--- src/core/otp_lock_pkg.sv ---
// Purpose: shared constants for the sector lock and otp program block
// Assumes: 40 MHz system clock
// Notes: uid seed value is arbitrary
package otp_lock_pkg;
  localparam logic [7:0] OPC_OTP_PROG = 8'h9b;
  localparam int USER_BYTES = 128;
  localparam int OTP_AW = 7;
  localparam int LOCK_LOC = 127;
  localparam logic [7:0] ERASED = 8'hff;
  localparam int STAT_LOCK_POS = 7;
  localparam int GLB_MSB = 5;
  localparam int GLB_LSB = 2;
  localparam logic [3:0] GLB_CLR = 4'h0;
  localparam logic [3:0] GLB_SET = 4'hf;
  localparam logic [2:0] BYTE_ADDR_LAST = 3'h4;
  localparam logic [2:0] BYTE_DATA = 3'h5;
  localparam logic [2:0] BYTE_DATA_SEEN = 3'h6;
  localparam logic [2:0] BIT_LAST = 3'h7;
  localparam int FIFO_DEPTH = 32;
  localparam int CLK_PERIOD_NS = 25;
  localparam int PROG_TIME_NS = 100000;
  localparam int PROG_CYCLES = PROG_TIME_NS / CLK_PERIOD_NS;
  localparam logic [7:0] UID_SEED = 8'h5a;
  localparam logic [7:0] UID_STEP = 8'h2b;
endpackage

--- src/core/stream_fifo.sv ---
// Purpose: word fifo between serial receiver and program buffer
// Assumes: single clock, synchronous active-low reset
// Notes: show-ahead output
`timescale 1ns/1ps
module stream_fifo #(
  parameter int WIDTH = 15,
  parameter int DEPTH = 32
) (
  input wire logic i_clk,
  input wire logic i_rstn,
  input wire logic i_in_valid,
  input wire logic [WIDTH-1:0] i_in_data,
  output logic o_in_ready,
  output logic o_out_valid,
  output logic [WIDTH-1:0] o_out_data,
  input wire logic i_out_ready
);
  localparam int AW = $clog2(DEPTH);
  logic [WIDTH-1:0] mem [DEPTH];
  logic [AW-1:0] wr_ptr_reg;
  logic [AW-1:0] rd_ptr_reg;
  logic [AW:0] count_reg;
  logic push;
  logic pop;

  assign o_in_ready = (count_reg != (AW+1)'(DEPTH));
  assign o_out_valid = (count_reg != '0);
  assign o_out_data = mem[rd_ptr_reg];
  assign push = i_in_valid && o_in_ready;
  assign pop = o_out_valid && i_out_ready;

  always_ff @(posedge i_clk) begin
    if (push) begin
      mem[wr_ptr_reg] <= i_in_data;
    end
  end

  always_ff @(posedge i_clk) begin
    if (!i_rstn) begin
      wr_ptr_reg <= '0;
      rd_ptr_reg <= '0;
      count_reg <= '0;
    end else begin
      if (push) begin
        wr_ptr_reg <= wr_ptr_reg + AW'(1);
      end
      if (pop) begin
        rd_ptr_reg <= rd_ptr_reg + AW'(1);
      end
      if (push && !pop) begin
        count_reg <= count_reg + (AW+1)'(1);
      end else if (pop && !push) begin
        count_reg <= count_reg - (AW+1)'(1);
      end
    end
  end
endmodule

--- src/core/sector_lock_otp_program.sv ---
// Purpose: sector lock states and otp security area programming
// Assumes: link pins sampled on 40 MHz clock, spi mode 0
// Notes: protection commands arrive as strobes from the front-end
`timescale 1ns/1ps
module sector_lock_otp_program #(
  parameter int N_SECT = 8,
  parameter int PROG_CYC = otp_lock_pkg::PROG_CYCLES
) (
  input wire logic I_CLK_SYS,
  input wire logic I_RSTN,
  input wire logic I_CS_N,
  input wire logic I_SCK,
  input wire logic I_SI,
  input wire logic I_WP_N,
  input wire logic I_OCTAL_MODE,
  input wire logic I_WREN,
  input wire logic I_STAT_WR,
  input wire logic [7:0] I_STAT_DATA,
  input wire logic I_SECT_WR,
  input wire logic I_SECT_PROT,
  input wire logic [$clog2(N_SECT)-1:0] I_SECT_IDX,
  input wire logic [7:0] I_RD_ADDR,
  output logic [N_SECT-1:0] O_SECT_PROT,
  output logic O_LOCK_BIT,
  output logic O_HW_LOCKED,
  output logic O_SW_LOCKED,
  output logic O_WEL,
  output logic O_BUSY,
  output logic O_OTP_LOCKED,
  output logic O_ABORT,
  output logic O_DONE,
  output logic O_RX_STALL,
  output logic [7:0] O_RD_DATA
);
  localparam int NU = otp_lock_pkg::USER_BYTES;
  localparam int AW = otp_lock_pkg::OTP_AW;
  localparam int TW = $clog2(PROG_CYC + 1);

  typedef enum logic [1:0] {ST_IDLE, ST_DRAIN, ST_PROG} state_type;
  state_type state_reg;

  logic cs_s1, cs_s2, cs_s3, sck_s1, sck_s2, sck_s3;
  logic si_s1, si_s2, wp_s1, wp_s2;
  logic [N_SECT-1:0] sect_reg;
  logic lock_reg, wel_reg, otp_lock_reg, frame_ok_reg;
  logic [2:0] bit_cnt_reg, bytes_reg;
  logic [7:0] shift_reg;
  logic opc_ok_reg, ovf_reg;
  logic [AW-1:0] addr_reg;
  logic [TW-1:0] timer_reg;
  logic [7:0] buf_data [NU];
  logic [NU-1:0] buf_valid;
  logic [7:0] otp_mem [NU];
  logic [NU-1:0] otp_prog;
  logic wp_active, hw_lock, sck_rise, cs_rise, cs_fall, byte_done;
  logic [7:0] byte_in;
  logic [3:0] glb;
  logic push, fifo_ready, f_valid, f_ready, commit, overlap;
  logic [AW+7:0] f_data;

  // pin synchronisers
  always_ff @(posedge I_CLK_SYS) begin
    if (!I_RSTN) begin
      cs_s1 <= 1'b1;
      cs_s2 <= 1'b1;
      cs_s3 <= 1'b1;
      sck_s1 <= 1'b0;
      sck_s2 <= 1'b0;
      sck_s3 <= 1'b0;
      si_s1 <= 1'b0;
      si_s2 <= 1'b0;
      wp_s1 <= 1'b1;
      wp_s2 <= 1'b1;
    end else begin
      cs_s1 <= I_CS_N;
      cs_s2 <= cs_s1;
      cs_s3 <= cs_s2;
      sck_s1 <= I_SCK;
      sck_s2 <= sck_s1;
      sck_s3 <= sck_s2;
      si_s1 <= I_SI;
      si_s2 <= si_s1;
      wp_s1 <= I_WP_N;
      wp_s2 <= wp_s1;
    end
  end

  assign wp_active = !I_OCTAL_MODE && !wp_s2;
  assign hw_lock = wp_active && lock_reg;
  assign glb = I_STAT_DATA[otp_lock_pkg::GLB_MSB:otp_lock_pkg::GLB_LSB];

  // lock bit and sector protection
  always_ff @(posedge I_CLK_SYS) begin
    if (!I_RSTN) begin
      lock_reg <= 1'b0;
      sect_reg <= '1;
    end else if (I_STAT_WR && !hw_lock) begin
      lock_reg <= I_STAT_DATA[otp_lock_pkg::STAT_LOCK_POS];
      if (!lock_reg && glb == otp_lock_pkg::GLB_CLR) begin
        sect_reg <= '0;
      end else if (!lock_reg && glb == otp_lock_pkg::GLB_SET) begin
        sect_reg <= '1;
      end
    end else if (I_SECT_WR && !lock_reg) begin
      sect_reg[I_SECT_IDX] <= I_SECT_PROT;
    end
  end

  always_ff @(posedge I_CLK_SYS) begin
    if (!I_RSTN) begin
      O_HW_LOCKED <= 1'b0;
      O_SW_LOCKED <= 1'b0;
    end else begin
      O_HW_LOCKED <= hw_lock;
      O_SW_LOCKED <= lock_reg && !wp_active;
    end
  end

  assign sck_rise = sck_s2 && !sck_s3;
  assign cs_fall = !cs_s2 && cs_s3;
  assign cs_rise = cs_s2 && !cs_s3;
  assign byte_in = {shift_reg[6:0], si_s2};
  assign byte_done = sck_rise && !cs_s2 && state_reg == ST_IDLE &&
    bit_cnt_reg == otp_lock_pkg::BIT_LAST;
  assign push = byte_done && opc_ok_reg &&
    bytes_reg >= otp_lock_pkg::BYTE_DATA;

  // serial receiver
  always_ff @(posedge I_CLK_SYS) begin
    if (!I_RSTN) begin
      bit_cnt_reg <= '0;
      bytes_reg <= '0;
      shift_reg <= '0;
      opc_ok_reg <= 1'b0;
      ovf_reg <= 1'b0;
      addr_reg <= '0;
    end else if (cs_fall) begin
      bit_cnt_reg <= '0;
      bytes_reg <= '0;
      opc_ok_reg <= 1'b0;
      ovf_reg <= 1'b0;
    end else if (sck_rise && !cs_s2 && state_reg == ST_IDLE) begin
      shift_reg <= byte_in;
      bit_cnt_reg <= bit_cnt_reg + 3'h1;
      if (byte_done) begin
        if (bytes_reg != otp_lock_pkg::BYTE_DATA_SEEN) begin
          bytes_reg <= bytes_reg + 3'h1;
        end
        if (bytes_reg == '0) begin
          opc_ok_reg <= byte_in == otp_lock_pkg::OPC_OTP_PROG;
        end
        if (bytes_reg == otp_lock_pkg::BYTE_ADDR_LAST) begin
          addr_reg <= byte_in[AW-1:0];
        end
        if (push) begin
          addr_reg <= addr_reg + AW'(1);
          if (!fifo_ready) begin
            ovf_reg <= 1'b1;
          end
        end
      end
    end
  end

  stream_fifo #(.WIDTH(AW + 8), .DEPTH(otp_lock_pkg::FIFO_DEPTH)) u_fifo (
    .i_clk(I_CLK_SYS),
    .i_rstn(I_RSTN),
    .i_in_valid(push),
    .i_in_data({addr_reg, byte_in}),
    .o_in_ready(fifo_ready),
    .o_out_valid(f_valid),
    .o_out_data(f_data),
    .i_out_ready(f_ready)
  );

  assign f_ready = state_reg != ST_PROG && !cs_fall;
  assign commit = state_reg == ST_PROG && timer_reg == '0;
  assign overlap = |(buf_valid & otp_prog);

  always_ff @(posedge I_CLK_SYS) begin
    if (!I_RSTN) begin
      O_RX_STALL <= 1'b0;
    end else begin
      O_RX_STALL <= !fifo_ready;
    end
  end

  // buffer entries and otp area
  genvar gi;
  generate
    for (gi = 0; gi < NU; gi++) begin : g_ent
      always_ff @(posedge I_CLK_SYS) begin
        if (!I_RSTN) begin
          buf_valid[gi] <= 1'b0;
          otp_prog[gi] <= 1'b0;
        end else begin
          if (cs_fall && state_reg == ST_IDLE) begin
            buf_valid[gi] <= 1'b0;
          end else if (f_valid && f_ready &&
                       f_data[AW+7:8] == AW'(gi)) begin
            buf_valid[gi] <= 1'b1;
          end
          if (commit && buf_valid[gi]) begin
            otp_prog[gi] <= 1'b1;
          end
        end
      end
      always_ff @(posedge I_CLK_SYS) begin
        if (f_valid && f_ready && f_data[AW+7:8] == AW'(gi)) begin
          buf_data[gi] <= f_data[7:0];
        end
        if (commit && buf_valid[gi]) begin
          otp_mem[gi] <= buf_data[gi];
        end
      end
    end
  endgenerate

  // command sequencing
  always_ff @(posedge I_CLK_SYS) begin
    if (!I_RSTN) begin
      state_reg <= ST_IDLE;
      wel_reg <= 1'b0;
      otp_lock_reg <= 1'b0;
      frame_ok_reg <= 1'b0;
      timer_reg <= '0;
      O_ABORT <= 1'b0;
      O_DONE <= 1'b0;
    end else begin
      O_ABORT <= 1'b0;
      O_DONE <= 1'b0;
      case (state_reg)
        ST_IDLE: begin
          if (I_WREN) begin
            wel_reg <= 1'b1;
          end
          if (cs_rise && opc_ok_reg) begin
            frame_ok_reg <= bytes_reg == otp_lock_pkg::BYTE_DATA_SEEN &&
              bit_cnt_reg == '0 && !ovf_reg;
            state_reg <= ST_DRAIN;
          end
        end
        ST_DRAIN: begin
          if (!f_valid) begin
            wel_reg <= 1'b0;
            if (frame_ok_reg && wel_reg && !otp_lock_reg &&
                !overlap) begin
              timer_reg <= TW'(PROG_CYC - 1);
              state_reg <= ST_PROG;
            end else begin
              O_ABORT <= 1'b1;
              state_reg <= ST_IDLE;
            end
          end
        end
        ST_PROG: begin
          if (timer_reg == '0) begin
            if (buf_valid[otp_lock_pkg::LOCK_LOC]) begin
              otp_lock_reg <= 1'b1;
            end
            O_DONE <= 1'b1;
            state_reg <= ST_IDLE;
          end else begin
            timer_reg <= timer_reg - TW'(1);
          end
        end
        default: begin
          state_reg <= ST_IDLE;
        end
      endcase
    end
  end

  // read-back of otp area, upper half is fixed
  always_ff @(posedge I_CLK_SYS) begin
    if (!I_RSTN) begin
      O_RD_DATA <= otp_lock_pkg::ERASED;
    end else if (I_RD_ADDR[AW]) begin
      O_RD_DATA <= otp_lock_pkg::UID_SEED ^
        8'({1'b0, I_RD_ADDR[AW-1:0]} * otp_lock_pkg::UID_STEP);
    end else if (otp_prog[I_RD_ADDR[AW-1:0]]) begin
      O_RD_DATA <= otp_mem[I_RD_ADDR[AW-1:0]];
    end else begin
      O_RD_DATA <= otp_lock_pkg::ERASED;
    end
  end

  always_ff @(posedge I_CLK_SYS) begin
    if (!I_RSTN) begin
      O_BUSY <= 1'b0;
    end else begin
      O_BUSY <= state_reg != ST_IDLE;
    end
  end

  assign O_SECT_PROT = sect_reg;
  assign O_LOCK_BIT = lock_reg;
  assign O_WEL = wel_reg;
  assign O_OTP_LOCKED = otp_lock_reg;

  // checks
  AST_HW_FREEZE: assert property (@(posedge I_CLK_SYS) disable iff (!I_RSTN)
    hw_lock && (I_STAT_WR || I_SECT_WR) |=> $stable(sect_reg) &&
    $stable(lock_reg)) else $error("hw lock changed state");
  AST_HW_FLAG: assert property (@(posedge I_CLK_SYS) disable iff (!I_RSTN)
    ##1 O_HW_LOCKED == $past(!I_OCTAL_MODE && !wp_s2 && lock_reg))
    else $error("hw lock flag wrong");
  AST_SOFT_NOGLB: assert property (@(posedge I_CLK_SYS) disable iff (!I_RSTN)
    I_STAT_WR && lock_reg && !hw_lock |=> $stable(sect_reg))
    else $error("global applied while locked");
  AST_GLB_CLR: assert property (@(posedge I_CLK_SYS) disable iff (!I_RSTN)
    I_STAT_WR && !lock_reg && glb == otp_lock_pkg::GLB_CLR |=>
    sect_reg == '0) else $error("global clear missed");
  AST_ABORT_WEL: assert property (@(posedge I_CLK_SYS) disable iff (!I_RSTN)
    O_ABORT |-> !wel_reg && state_reg == ST_IDLE)
    else $error("abort left latch set");
  AST_PROG_WEL: assert property (@(posedge I_CLK_SYS) disable iff (!I_RSTN)
    state_reg == ST_PROG |-> !wel_reg ##1 O_BUSY)
    else $error("latch set while programming");
  AST_LOCK_REFUSE: assert property (@(posedge I_CLK_SYS) disable iff (!I_RSTN)
    state_reg == ST_DRAIN && !f_valid && otp_lock_reg |=> O_ABORT)
    else $error("locked area not refused");
  AST_WEL_GATE: assert property (@(posedge I_CLK_SYS) disable iff (!I_RSTN)
    state_reg == ST_DRAIN && !f_valid && !wel_reg |=> O_ABORT)
    else $error("program without latch");
  AST_LOCK_SET: assert property (@(posedge I_CLK_SYS) disable iff (!I_RSTN)
    commit && buf_valid[otp_lock_pkg::LOCK_LOC] |=> otp_lock_reg && O_DONE)
    else $error("area not locked");
  COV_DONE: cover property (@(posedge I_CLK_SYS) O_DONE);
  COV_ABORT: cover property (@(posedge I_CLK_SYS) O_ABORT);
  COV_HWLOCK: cover property (@(posedge I_CLK_SYS) hw_lock && I_STAT_WR);
endmodule

--- config.mk ---
export PLATFORM = sky130hd
export DESIGN_NAME = sector_lock_otp_program
export DESIGN_NICKNAME = d
export VERILOG_FILES = /design/src/core/otp_lock_pkg.sv /design/src/core/stream_fifo.sv /design/src/core/sector_lock_otp_program.sv
export SDC_FILE = /design/constraint.sdc
export NUM_CORES = 2
export LEC_CHECK = 0
export ABC_AREA = 1
export BUFFER_PORTS_ARGS = -buffer_cell sky130_fd_sc_hd__buf_2
export CORE_MARGIN = 5
export CORE_UTILIZATION = 60
export DETAILED_ROUTE_END_ITERATION = 12
export GPL_TIMING_DRIVEN = 1
export HOLD_SLACK_MARGIN = 0.08
export MAX_ROUTING_LAYER = met4
export PLACE_DENSITY = 0.76
export SYNTH_ARGS = -nofsm -noshare
export SYNTH_HDL_FRONTEND = slang
export SYNTH_HIERARCHICAL = 1
export SYNTH_SLANG_ARGS = --single-unit
--- constraint.sdc ---
create_clock -name I_CLK_SYS -period 4.1 [get_ports I_CLK_SYS]
set_input_delay 0.41 -clock I_CLK_SYS [delete_from_list [all_inputs] [get_ports I_CLK_SYS]]
set_output_delay 0.41 -clock I_CLK_SYS [all_outputs]
set_load 0.02 [all_outputs]
# Yosys cells after proc, flatten, opt, wreduce, memory -nomap -nowiden
# Memory sizes are Yosys's and may differ from the RTL's. A register that Yosys moved wholly into a read port is not among the register bits.
# Cells that the tools add are included.
# W data, S select, Z words.
[totals]
ff_bits = 344
latch_bits = 0
ram_bits = 2528
rom_bits = 0
input_bits = 30
n_memories = 3
[mem_list]
columns = ["name", "depth", "word_bits", "read_ports", "rd_ports_with_merged_regs", "wr", "line", "text"]
rows = [
  ["buf_data", 128, 8, 128, 0, 1, "sector_lock_otp_program.sv:51", "logic [7:0] buf_data [NU];"],
  ["otp_mem", 128, 8, 1, 0, 128, "sector_lock_otp_program.sv:53", "logic [7:0] otp_mem [NU];"],
  ["u_fifo.mem", 32, 15, 1, 1, 1, "stream_fifo.sv:19", "logic [WIDTH-1:0] mem [DEPTH];"],
]
[op_classes]
add_sub_neg = 8
n_mul = 1
div = 0
magnitude_cmp = 4
eq_ne = 144
n_shift = 0
n_mux = 926
bitwise_logic = 6
reduce_logical = 456
[op_table]
columns = ["op", "count"]
rows = [
  ["$mux W8", 133],
  ["$reduce_or A8 Y1", 127],
  ["$mux W7", 129],
  ["$mux W1", 647],
  ["$eq A7 B7 Y1 const B", 64],
  ["$logic_and A1 B1 Y1", 285],
  ["$eq A7 B6 Y1 const B", 32],
  ["$and A128 B128 Y128", 1],
  ["$reduce_or A128 Y1", 1],
  ["$eq A7 B5 Y1 const B", 16],
  ["$eq A7 B4 Y1 const B", 8],
  ["$mux W12", 3],
  ["$eq A7 B3 Y1 const B", 4],
  ["$pmux W12 S2", 1],
  ["$logic_not A1 Y1", 15],
  ["$reduce_and A3 Y1", 5],
  ["$eq A7 B2 Y1 const B", 2],
  ["$logic_not A12 Y1", 1],
  ["$mux W6", 2],
  ["$reduce_and A4 Y1", 3],
  ["$reduce_bool A2 Y1", 6],
  ["$sub A12 B1 Y12 const B", 1],
  ["$add A5 B1 Y5 const B", 2],
  ["$mux W5", 2],
  ["other kinds (36)", 55],
]

# Depth between registers and ports, before layout
[depth]
depth_word = 136
ltp_mapped = 21

# Modules after synthesis
# The synthesis kept the hierarchy.
[by_module_without_submodules]
columns = ["mod", "n_inst", "cells_each", "area_per_inst_um2", "seq_area_each_um2"]
rows = [
  ["sector_lock_otp_program", 1, 6641, 86937.1, 68065.3],
  ["stream_fifo", 1, 1807, 20747.4, 14834.2],
]

# Least setup slack after synthesis
# OpenSTA, ideal clock, no wires.
[synth_timing]
path_type = "register to register"
start = "reg (tool-made name)"
end = "mem buf_data[0][4] (data pin)"
arrival_time_ns = 2.664
required_ns = 3.589
slack_ns = 0.925
path_stages_with_launch = 13
synth_period_minus_slack_ns = 3.175
cell_sequence = "dfxtp_1 buf_6 inv_4 buf_8 buf_6 nand2_1 nand3_1 nand3_1 nand2_1 nand2_1 nand2_1 nand2_1 nand2_1"
[synth_lines]
columns = ["item", "line"]
rows = [
  ["end, declared", "sector_lock_otp_program.sv:51"],
]

==> flow_metrics.tcl <==
set metrics [dict create \
    outcome "completed" \
    holdWs_ps 182 \
    post-place-cells 10800 \
    num_vias 67200 \
    drv_cap 0 \
    grt_use_met1_pct 37.5 \
    synth_top_area_share_pct 70.5 \
    drt_iter0_drc 8670 \
    critPathMaxFanout 100 \
    synth-xor-area-share_pct 0.146 \
    fill_cells 11700 \
    synth_nets 8521 \
    antenna_found_initial 9 \
    synth_top_family_by_area "simple AND/OR/NAND/NOR gates" \
    drt-wirelength-per-cell_um 24.0 \
    postRouteAntennaNets 0 \
    avgSynthCellArea_um2 12.7 \
    slew_headroom_pct 9.28 \
    skew_ps 54.4 \
    clockBufferDepth 4 \
    worst-path-stages 18 \
    place_ws_ps 330 \
    regArea_um2 82900 \
    yosys.area.top_type "edfxtp_1" \
    io_buffers 51 \
    finalCritPeriodShare_pct 96.6 \
    required_ps 4870 \
    die_y_um 434 \
    synth_most_common_cell "edfxtp_1" \
    final_cells 11300 \
    clk_latency_ps 930 \
    yosysSeqAreaShare_pct 77.0 \
    synth_fa_ha_area_share_pct 0.541 \
    first_pass_iters 8 \
    vias_per_cell 5.95 \
    cp.arrival_ps 4730 \
    grt_pass1_vias 65700 \
    reg_top3 "buf_data: 1024 flops, otp_mem: 1024 flops, u_fifo/mem: 480 flops" \
    p_leak_nw 43.2 \
    tightestPinTransition_ps 1360 \
    yosys_warnings 6 \
    synth_edf_count 2528 \
    multiInputGateArea_um2 21600 \
    async_reset_ff_share_pct 0 \
    synthesis.area_um2 108000 \
    htreeDepth 5 \
    synth_common_cells "edfxtp_1 (2528), nand2_1 (2394), nand3_1 (1401), nor2_1 (632), dfxtp_1 (349)" \
    synthSimpleGateAreaFrac_pct 17.6 \
    grt_usage_pct 29.7 \
    grt_max_degree 161 \
    synth_top_flop_cell "edfxtp_1" \
    max_stage_delay_ps 970 \
    ff2ff_setup_slack_ps 140 \
    grt_pass1_wl_um 402000 \
    boundaryPins 55 \
    post_cts_buffers 0 \
    grt_overflow 0 \
    hold_viol 0 \
    setup.worst_path.end_class "register" \
    hold-path-cell-count 6 \
    crit_type "reg -> reg" \
    slowest_stage "inv_1" \
    crit_chain "buf_12 -> buf_4 -> nand3_1 -> nand3_1 -> nand2_1 -> nand2_1 -> nand2_1 -> nand2_1 -> nand2_1 -> inv_1 -> nor2_1 -> inv_1 -> nor2_1 -> inv_1 -> nor2_1 -> buf_4 -> nor2_1 -> nor2_1" \
    start_util_pct 60.4 \
    met2_usage_pct 46.4 \
    synthTopCellsByArea "edfxtp_1 (70%), nand2_1 (8.3%), nand3_1 (6.5%)" \
    rows 155 \
    dieArea_um2 188000 \
    cts_buffers 288 \
    timing.fmax_mhz 252 \
    busiest_layer "met2" \
    maxSlewViolCount 0 \
    synth_mux_area_share_pct 0 \
    clock_sinks 2877 \
    startpoint_type "register" \
    synth-seq-cells 2877 \
    ys_types 37 \
    fin_nets 8786 \
    layout_setup_ws_ps 139 \
    min-delay-start "I_SECT_WR" \
    drive_gt1_share_pct 9.24 \
    power_density_nw_per_um2 482 \
    synthCells 8448 \
    route.detailed.drc 0 \
    die_w_um 434 \
    cts_tree "yes" \
    vdd_drop_max_mv 0.516 \
    setup_viol_count_final 0 \
    ff2ff_path_depth 18 \
    core-area_um2 178000 \
    areaGrowthSynthToFinish_pct 12.5 \
    clkTransAtPathRegs_ps 70 \
    clockRootBuffer "clkbuf_16" \
    path_buf_inv 6 \
    hp-class "in -> reg" \
    synth_compound_area_share_pct 1.57 \
    finalWirelength_um 271000 \
    routabilityCongestion 0.952 \
    dp_hpwl_um 164000 \
    period_needed_ps 3960 \
    finalSetupTns_ps 0 \
    grtUsageMet3_pct 5.65 \
    path_delay_family "buffers and inverters" \
    rsz0062_at_grt "no" \
]
==> logic make-up (layout without fill, tap and decap cells) <==
family                   Yosys count  in the layout
AND/OR/NAND/NOR                 4530           4530
flip-flops                      2877           2877
buffers and inverters            716           1188
AO/OA/AOI/OAI                    264            264
adder cells (fa/ha/maj)           43             43
XOR/XNOR                          18             18
other                              0              7
==> worst paths after layout <==
check,endpoint
worst max-delay path,buf_valid[57]
worst min-delay path,O_SECT_PROT[3]
worst max register to register,buf_valid[57]
worst min register to register,otp_mem[14][5]
==> layout make-up <==
cell class	instances	area share (%)
clock inverters	112	0.928
clock buffers	385	6.51
repair buffers	393	2.92
diodes	7	0.0145
multi-input cells	4855	17.8
inverters	298	0.943
well taps	2355	2.43
flip-flops and latches	2877	68.4
==> cell usage in the layout, fill, tap and decap left out, drive strengths merged, types with 87 or more instances in the layout <==
cell type | synthesis | layout
nor2 | 633 | 633
edfxtp | 2528 | 2528
dfxtp | 349 | 349
buf | 316 | 365
inv | 289 | 297
nand2 | 2395 | 2395
clkinv | 9 | 87
clkbuf | 102 | 385
nand3 | 1402 | 1402
o21a | 128 | 128
==> per-layer routing <==
metal | wire [um] | share of wire, %
met5 | 0 | 0
met2 | 129000 | 48
met3 | 28700 | 11
met4 | 16200 | 6.0
met1 | 96500 | 36
==> power breakdown <==
part | internal (mW) | switching, mW | total (mW) | leakage, nW
Sequential | 31.4 | 0.0285 | 31.4 | 26.3
Combinational | 0.434 | 1.18 | 1.62 | 12.5
Clock | 14.9 | 10.5 | 25.4 | 4.43
Total | 46.8 | 11.7 | 58.5 | 43.2
==> per-stage QoR <==
step	area (um^2)	utilization (%)	power (mW)
after floorplan	108000	-	33.0
after global placement	112000	62.7	33.6
after detailed placement	112000	62.7	33.6
after CTS	121000	67.9	58.6
after global routing	121000	67.9	60.1
final	121000	67.9	58.5
==> tightest hold or removal path: cells and delay by family <==
kind	cells	cell delay (ps)
AOI/OAI and AO/OA	2	230
buffers and inverters	1	100
and+or+nand+nor	3	330
==> repair_timing <==
action | CTS | global route
endpoints found under the hold margin | 47 | 0
resized for setup | 0 | 1
setup endpoints to repair | 0 | 8
hold buffers | 28 | 0
(Power assumes the default switching activity.)
